**src/hw/slbm_pkg.sv**
```systemverilog
// package of the single-line bus master: register map, field positions, timing
// assumes a 100 MHz mclk and a 1 us slot tick made by an integer divider
package slbm_pkg;

  // ----------------------------------------------------------------
  // register map (byte addresses, one 32-bit word each)
  // ----------------------------------------------------------------
  localparam logic [7:0] SLBM_CTRL_OFF = 8'h00;
  localparam logic [7:0] SLBM_STATUS_OFF = 8'h04;
  localparam logic [7:0] SLBM_DIV_OFF = 8'h08;

  // ----------------------------------------------------------------
  // field positions
  // ----------------------------------------------------------------
  localparam int SLBM_RESET_PRESENCE_REQUEST_BIT = 0;
  localparam int SLBM_WRITE_ZERO_REQUEST_BIT = 1;
  localparam int SLBM_WRITE_ONE_READ_REQUEST_BIT = 2;
  localparam int SLBM_PRESENCE_STATUS_BIT = 0;
  localparam int SLBM_READ_VALUE_STATUS_BIT = 1;
  localparam int SLBM_BUSY_BIT = 2;

  // ----------------------------------------------------------------
  // clock and tick
  // ----------------------------------------------------------------
  localparam int SLBM_MCLK_MHZ = 100;
  localparam int SLBM_TICK_MHZ = 1;
  localparam logic [7:0] SLBM_DIV_RESET = 8'(SLBM_MCLK_MHZ / SLBM_TICK_MHZ);

  // ----------------------------------------------------------------
  // timing, in microseconds; one tick is one microsecond
  // ----------------------------------------------------------------
  localparam int SLBM_RESET_LOW_TIME_US = 490;
  localparam int SLBM_PRESENCE_SAMPLE_US = 70;
  localparam int SLBM_RESET_HIGH_TIME_US = 490;
  localparam int SLBM_WRITE_ZERO_LOW_US = 100;
  localparam int SLBM_SLOT_TIME_US = 117;
  localparam int SLBM_READ_LOW_US = 5;
  localparam int SLBM_READ_SAMPLE_US = 14;

  localparam int SLBM_US_TICKS = SLBM_TICK_MHZ;
  localparam logic [9:0] SLBM_RESET_LOW_TICKS = 10'(SLBM_RESET_LOW_TIME_US * SLBM_US_TICKS);
  localparam logic [9:0] SLBM_PRESENCE_TICKS = 10'(SLBM_PRESENCE_SAMPLE_US * SLBM_US_TICKS);
  localparam logic [9:0] SLBM_RESET_HIGH_TICKS = 10'(SLBM_RESET_HIGH_TIME_US * SLBM_US_TICKS);
  localparam logic [9:0] SLBM_WRITE_ZERO_LOW_TICKS = 10'(SLBM_WRITE_ZERO_LOW_US * SLBM_US_TICKS);
  localparam logic [9:0] SLBM_SLOT_TICKS = 10'(SLBM_SLOT_TIME_US * SLBM_US_TICKS);
  localparam logic [9:0] SLBM_READ_LOW_TICKS = 10'(SLBM_READ_LOW_US * SLBM_US_TICKS);
  localparam logic [9:0] SLBM_READ_SAMPLE_TICKS = 10'(SLBM_READ_SAMPLE_US * SLBM_US_TICKS);

  // ----------------------------------------------------------------
  // sequencer states
  // ----------------------------------------------------------------
  typedef enum logic [4:0] {
    SLBM_IDLE = 5'b00001,
    SLBM_RST_LOW = 5'b00010,
    SLBM_RST_HIGH = 5'b00100,
    SLBM_SLOT_LOW = 5'b01000,
    SLBM_SLOT_REC = 5'b10000
  } slbm_state_t;

endpackage

```
**src/hw/slbm_master.sv**
```systemverilog
// single-line bus master: apb register slave plus reset/presence and slot sequencer
// assumes an external pull-up on the line and a synchronous apb master on mclk
// ----------------------------------------------------------------
module slbm_master
  import slbm_pkg::*;
(
  // clock and reset
  input wire logic mclk,
  input wire logic rst_n,
  // apb slave
  input wire logic psel,
  input wire logic penable,
  input wire logic pwrite,
  input wire logic [7:0] paddr,
  input wire logic [31:0] pwdata,
  output logic [31:0] prdata,
  output logic pready,
  output logic pslverr,
  // single line, open drain
  input wire logic line_in,
  output logic line_out,
  output logic line_oe
);
  import slbm_pkg::*;

  // ----------------------------------------------------------------
  // state
  // ----------------------------------------------------------------
  slbm_state_t state;
  slbm_state_t next_state;
  logic [2:0] request;
  logic [2:0] next_request;
  logic presence_status;
  logic read_value_status;
  logic slot_is_read;
  logic [7:0] div_ratio;
  logic [7:0] div_cnt;
  logic tick;
  logic [9:0] us_cnt;
  logic line_meta;
  logic line_sync;

  // ----------------------------------------------------------------
  // apb decode
  // ----------------------------------------------------------------
  wire setup_phase = psel & ~penable & ~pready;
  // writes land only at the edge where the master sees pready, never in setup
  wire access_done = psel & penable & pready;
  wire wr_ctrl = access_done & pwrite & (paddr == SLBM_CTRL_OFF);
  wire wr_div = access_done & pwrite & (paddr == SLBM_DIV_OFF);
  wire addr_hit = (paddr == SLBM_CTRL_OFF) | (paddr == SLBM_STATUS_OFF) |
                  (paddr == SLBM_DIV_OFF);
  wire busy = (state != SLBM_IDLE);
  wire [31:0] ctrl_word = {29'h0, request};
  wire [31:0] status_word = {29'h0, busy, read_value_status, presence_status};
  wire [31:0] div_word = {24'h0, div_ratio};
  wire [31:0] read_word = (paddr == SLBM_CTRL_OFF) ? ctrl_word :
                          (paddr == SLBM_STATUS_OFF) ? status_word :
                          (paddr == SLBM_DIV_OFF) ? div_word : 32'h0;

  // single wait-free access: pready rises in the first access cycle
  always_ff @(posedge mclk) begin
    if (!rst_n) begin
      pready <= 1'b0;
      pslverr <= 1'b0;
      prdata <= 32'h0;
    end else begin
      pready <= setup_phase;
      pslverr <= setup_phase & ~addr_hit;
      prdata <= (setup_phase & ~pwrite) ? read_word : 32'h0;
    end
  end

  // ----------------------------------------------------------------
  // tick divider
  // ----------------------------------------------------------------
  // a ratio of zero behaves as one; the divider restarts with each sequence so the
  // first microsecond of a phase is full length
  wire [7:0] div_last = (div_ratio == 8'h0) ? 8'h0 : div_ratio - 8'h1;
  wire div_wrap = (div_cnt == div_last);

  always_ff @(posedge mclk) begin
    if (!rst_n) begin
      div_ratio <= SLBM_DIV_RESET;
    end else if (wr_div) begin
      div_ratio <= pwdata[7:0];
    end
  end

  // tick comes straight from the wrap, so a phase of k us lasts exactly k * ratio cycles;
  // a registered tick would stretch every low phase by one mclk
  assign tick = busy & div_wrap;

  always_ff @(posedge mclk) begin
    if (!rst_n) begin
      div_cnt <= 8'h0;
    end else if (!busy) begin
      div_cnt <= 8'h0;
    end else begin
      div_cnt <= div_wrap ? 8'h0 : div_cnt + 8'h1;
    end
  end

  // ----------------------------------------------------------------
  // line input synchroniser
  // ----------------------------------------------------------------
  always_ff @(posedge mclk) begin
    if (!rst_n) begin
      line_meta <= 1'b1;
      line_sync <= 1'b1;
    end else begin
      line_meta <= line_in;
      line_sync <= line_meta;
    end
  end

  // ----------------------------------------------------------------
  // sequencer
  // ----------------------------------------------------------------
  wire start_rpp = request[SLBM_RESET_PRESENCE_REQUEST_BIT];
  wire start_wr0 = request[SLBM_WRITE_ZERO_REQUEST_BIT];
  wire start_wr1 = request[SLBM_WRITE_ONE_READ_REQUEST_BIT];
  wire [9:0] slot_low_ticks = slot_is_read ? SLBM_READ_LOW_TICKS : SLBM_WRITE_ZERO_LOW_TICKS;
  wire rst_low_done = tick & (us_cnt == SLBM_RESET_LOW_TICKS - 10'd1);
  wire presence_point = tick & (us_cnt == SLBM_PRESENCE_TICKS - 10'd1);
  wire rst_high_done = tick & (us_cnt == SLBM_RESET_HIGH_TICKS - 10'd1);
  wire slot_low_done = tick & (us_cnt == slot_low_ticks - 10'd1);
  wire read_point = tick & (us_cnt == SLBM_READ_SAMPLE_TICKS - 10'd1);
  wire slot_done = tick & (us_cnt == SLBM_SLOT_TICKS - 10'd1);

  always_comb begin
    next_state = state;
    case (state)
      SLBM_IDLE: begin
        // one request at a time; reset/presence has priority over slots
        if (start_rpp) begin
          next_state = SLBM_RST_LOW;
        end else if (start_wr0 | start_wr1) begin
          next_state = SLBM_SLOT_LOW;
        end
      end
      SLBM_RST_LOW: begin
        if (rst_low_done) begin
          next_state = SLBM_RST_HIGH;
        end
      end
      SLBM_RST_HIGH: begin
        if (rst_high_done) begin
          next_state = SLBM_IDLE;
        end
      end
      SLBM_SLOT_LOW: begin
        if (slot_low_done) begin
          next_state = SLBM_SLOT_REC;
        end
      end
      SLBM_SLOT_REC: begin
        if (slot_done) begin
          next_state = SLBM_IDLE;
        end
      end
      default: begin
        next_state = SLBM_IDLE;
      end
    endcase
  end

  // request bits: software writes only take hold while idle, hardware clears them
  always_comb begin
    next_request = request;
    if (wr_ctrl && !busy) begin
      next_request = pwdata[2:0];
    end
    if (state == SLBM_RST_HIGH && presence_point) begin
      next_request[SLBM_RESET_PRESENCE_REQUEST_BIT] = 1'b0;
    end
    if (state == SLBM_SLOT_REC && slot_done) begin
      if (slot_is_read) begin
        next_request[SLBM_WRITE_ONE_READ_REQUEST_BIT] = 1'b0;
      end else begin
        next_request[SLBM_WRITE_ZERO_REQUEST_BIT] = 1'b0;
      end
    end
  end

  always_ff @(posedge mclk) begin
    if (!rst_n) begin
      state <= SLBM_IDLE;
      request <= 3'h0;
    end else begin
      state <= next_state;
      request <= next_request;
    end
  end

  // microsecond counter; it runs through both halves of a slot but restarts
  // for the recovery half of a reset
  always_ff @(posedge mclk) begin
    if (!rst_n) begin
      us_cnt <= 10'h0;
    end else if (state == SLBM_IDLE || (state == SLBM_RST_LOW && rst_low_done)) begin
      us_cnt <= 10'h0;
    end else if (tick) begin
      us_cnt <= us_cnt + 10'h1;
    end
  end

  always_ff @(posedge mclk) begin
    if (!rst_n) begin
      slot_is_read <= 1'b0;
    end else if (state == SLBM_IDLE && !start_rpp && (start_wr0 | start_wr1)) begin
      slot_is_read <= ~start_wr0;
    end
  end

  // ----------------------------------------------------------------
  // status capture
  // ----------------------------------------------------------------
  always_ff @(posedge mclk) begin
    if (!rst_n) begin
      presence_status <= 1'b0;
      read_value_status <= 1'b0;
    end else begin
      if (state == SLBM_RST_HIGH && presence_point) begin
        presence_status <= ~line_sync;
      end
      if (state == SLBM_SLOT_REC && slot_is_read && read_point) begin
        read_value_status <= line_sync;
      end
    end
  end

  // ----------------------------------------------------------------
  // line driver
  // ----------------------------------------------------------------
  // only ever pulls low; the pull-up makes the high level
  always_ff @(posedge mclk) begin
    if (!rst_n) begin
      line_out <= 1'b0;
      line_oe <= 1'b0;
    end else begin
      line_out <= 1'b0;
      line_oe <= (next_state == SLBM_RST_LOW) || (next_state == SLBM_SLOT_LOW);
    end
  end

endmodule // slbm_master

```
**config.mk**
```make
export PLATFORM = sky130hd
export DESIGN_NAME = slbm_master
export DESIGN_NICKNAME = d
export VERILOG_FILES = /design/src/hw/slbm_pkg.sv /design/src/hw/slbm_master.sv
export SDC_FILE = /design/constraint.sdc
export NUM_CORES = 1
export LEC_CHECK = 0
export BUFFER_PORTS_ARGS = -buffer_cell sky130_fd_sc_hd__buf_2
export CAP_MARGIN = 20
export CORE_MARGIN = 2
export CORE_UTILIZATION = 45
export CTS_BUF_LIST = sky130_fd_sc_hd__clkbuf_2 sky130_fd_sc_hd__clkbuf_4 sky130_fd_sc_hd__clkbuf_8
export DETAILED_ROUTE_END_ITERATION = 10
export PLACE_DENSITY = 0.71
export SYNTH_ARGS = -nofsm -noshare
export SYNTH_HDL_FRONTEND = slang
export SYNTH_SLANG_ARGS = --single-unit
```
**constraint.sdc**
```tcl
create_clock -name mclk -period 3.5 [get_ports mclk]
set_input_delay 0.175 -clock mclk [delete_from_list [all_inputs] [get_ports mclk]]
set_output_delay 0.175 -clock mclk [all_outputs]
set_load 0.05 [all_outputs]
```
==> impl_metrics.json <==
{
  "h-tree-depth": 2,
  "cts.sinks": 50,
  "worstPathCellList": "inv_1 > ha_1 > nor4b_4 > nand2_1 > o211a_1 > a221oi_4 > nand4_4 > nor4_2 > xnor2_1 > nor2_1",
  "dr_total_vias": 2408,
  "clockBufferDepth": 2,
  "drt.antenna.violating_nets": 0,
  "timing.critical_path.buf_inv": 1,
  "rsz0062_at_grt": "false",
  "max_clock_freq_ghz": 0.3236,
  "clock_tree_from_tritoncts": "yes",
  "yosys.cell_types.count": 61,
  "largest_net_degree_at_the_start_of_global_routing": 17,
  "num-nets-final": 425,
  "starting_density": 0.4700,
  "worstPathRequired_ps": 3690,
  "critical_path.max_fanout": 16,
  "chipHeight_um": 85.67,
  "endpoint_kind": "register",
  "worst_setup_hold_path_clk_slew_ps": 90,
  "path_class": "reg -> reg",
  "pre_cts_slack_ps": 430.4,
  "final.setup.tns_ps": 0,
  "first_iter_violations": 93,
  "dominantRegCellSynth": "dfxtp_1",
  "critPathMaxStageDelay_ps": 430,
  "period_share": 0.8829,
  "postRouteWirelength_mm": 6.129,
  "worst_setup_path_start_kind": "register",
  "post-dp-hpwl_mm": 4.568,
  "drc": 0,
  "clk_latency_ps": 310,
  "yosysTopAreaCellShare": 0.3335,
  "first_global_vias": 2298,
  "coreArea_mm2": 0.006386,
  "report.final.slew_viol_count": 0,
  "diodes": 0,
  "syn_area_per_cell_um2": 8.552,
  "fp.dieArea_mm2": 0.007339,
  "place_congestion": 0.8850,
  "critical_path_cell_count": 10,
  "port_buffers": 32,
  "final_common_cell": "dfxtp_1",
  "worstPathArrival_ps": 3280,
  "final_cell_mix": "50 x dfxtp_1, 49 x nor2_1, 32 x buf_2, 25 x conb_1, 16 x inv_1",
  "grt.overflow.total": 0,
  "final_layout_size_suffix_gt1_frac": 0.1600,
  "final.fill_count": 600,
  "routed_via_density": 5.327,
  "holdBufCountCts": 0,
  "post_cts.repair.setup_buffers": 0,
  "class_of_the_tightest_hold_or_removal_check": "in -> reg",
  "vdd_ir_drop_max_v": 0.0002317,
  "critical_path.top_delay_family": "simple AND/OR/NAND/NOR gates",
  "power_density_mw_per_mm2": 360.5,
  "report.final.setup_viol": 0,
  "cts_inserted_buffers": 5,
  "synth_cells": 351,
  "floorplan.io_pins": 82,
  "post-route-min-period_ps": 3090,
  "wire_per_inst_um": 13.56,
  "static-leakage-power_nw": 1.295,
  "final_hold_viol_count": 0,
  "combined_global_route_utilization_of_all_metal_layers": 0.1741,
  "dr.pass1.iters": 5,
  "placementRows": 29,
  "grt_antenna_before_repair": 0,
  "mappedNetlistArea_mm2": 0.003002,
  "max-cap-violations": 0,
  "synth_top_area_cell": "dfxtp_1",
  "post-route-worst-setup-slack_ps": 409.9,
  "timing.reg2reg.worst_path_depth": 10,
  "async_flop_share": 0,
  "status": "finished clean",
  "die_extent_in_x_um": 85.67,
  "grt_first_pass_wirelength_mm": 10.36,
  "seq_area_frac_synth": 0.3335,
  "most_area_consuming_cells_after_synthesis": "dfxtp_1 33%, buf_4 6.3%, nor2_1 6.1%",
  "finalPower_mw": 1.161,
  "synth-warning-count": 0,
  "ys_seq_elements": 50,
  "finalClockSkew_ps": 3.374,
  "synth-edff-count": 0,
  "min_path_cells": 2,
  "area.growth.synth_to_final_pct": 7.295,
  "worst_path_max_delay_cell": "nor4_2",
  "cts_repair_resize_count": 0,
  "cts_root_buf": "clkbuf_8"
}
==> sequential cells by signal (all words and copies together) (netlist names), 3 cells and up <==
| signal | count |
|---|---|
| div_cnt | 8 |
| prdata | 8 |
| request | 3 |
| us_cnt | 10 |
| div_ratio | 8 |
| state | 5 |
==> per-layer routing <==
layer,wire [µm],track usage,vias up
met3,254,0.03080,13
met4,135,0.07215,0
met5,0,0,-
met1,2769,0.2185,1130
met2,2970,0.2947,51
li1,-,-,1214
==> worst register-to-register path: stages, from the launching register on <==
cell	delay, ps
dfxtp_1	380
inv_1	140
ha_1	300
nor4b_4	420
nand2_1	200
o211a_1	270
a221oi_4	290
nand4_4	330
nor4_2	440
xnor2_1	160
nor2_1	50
==> cell type report <==
class | count | area [µm²] | share of cell area
clock buffers | 6 | 82.58 | 0.02564
clock inverters | 2 | 60.06 | 0.01865
inverters | 16 | 60.06 | 0.01865
multi-input cells | 269 | 1760 | 0.5466
flip-flops and latches | 50 | 1001 | 0.3108
well taps | 77 | 96.34 | 0.02991
repair buffers | 32 | 160.2 | 0.04973
==> synthesized netlist by cell type, types with 3 or more instances <==
master / count
a21oi_1: 9
nand2_1: 13
buf_6: 3
mux2i_1: 15
buf_2: 3
a31oi_1: 3
dfxtp_1: 50
buf_4: 25
nor3_1: 13
nor4_1: 6
o21ai_0: 9
nor3_2: 3
and2_1: 5
nor2_1: 49
inv_1: 16
nor4_2: 4
nand4_1: 3
or3_1: 7
xnor2_1: 14
nand2b_1: 12
nand3_1: 15
xor2_1: 7
and3_1: 6
nor3b_1: 3
clkbuf_1: 8
ha_1: 5
nor2b_1: 6
==> path summary, 6_finish.rpt <==
kind / start / endpoint / slack (ps)
max: div_ratio[0] / us_cnt[9] / 410
min: line_in / line_meta / 50
max reg2reg: div_ratio[0] / us_cnt[9] / 410
min reg2reg: line_meta / line_sync / 410
==> cells by family (layout without fill, tap and decap cells) <==
| family | Yosys count | after routing | share of synthesized area |
|---|---|---|---|
| flip-flops | 50 | 50 | 0.3335 |
| other | 1 | 25 | 0.001249 |
| buffers and inverters | 56 | 56 | 0.1100 |
| adder cells (fa/ha/maj) | 5 | 5 | 0.02084 |
| AO/OA/AOI/OAI | 42 | 42 | 0.1092 |
| XOR/XNOR | 22 | 22 | 0.06878 |
| AND/OR/NAND/NOR | 160 | 160 | 0.3064 |
| multiplexers | 15 | 15 | 0.05002 |
==> report_power, final <==
group          internal, mW  total, mW  switching [mW]
sequential            0.570      0.571        0.000704
clock                 0.305      0.501           0.196
combinational        0.0130     0.0889          0.0759
total                 0.888       1.16           0.273
==> per-stage QoR <==
step                        util  hold slack (ps)  instance area [µm²]  std cells
final                     0.5043            50.64                 3221        452
after global routing      0.5043            51.01                 3221        452
after CTS                 0.5043            50.81                 3221        452
after detailed placement  0.4820            373.4                 3078        444
after floorplan                -            264.4                 3092        375
after global placement    0.4820            360.1                 3078        444
Note: power is estimated with default switching activity, not from simulation.
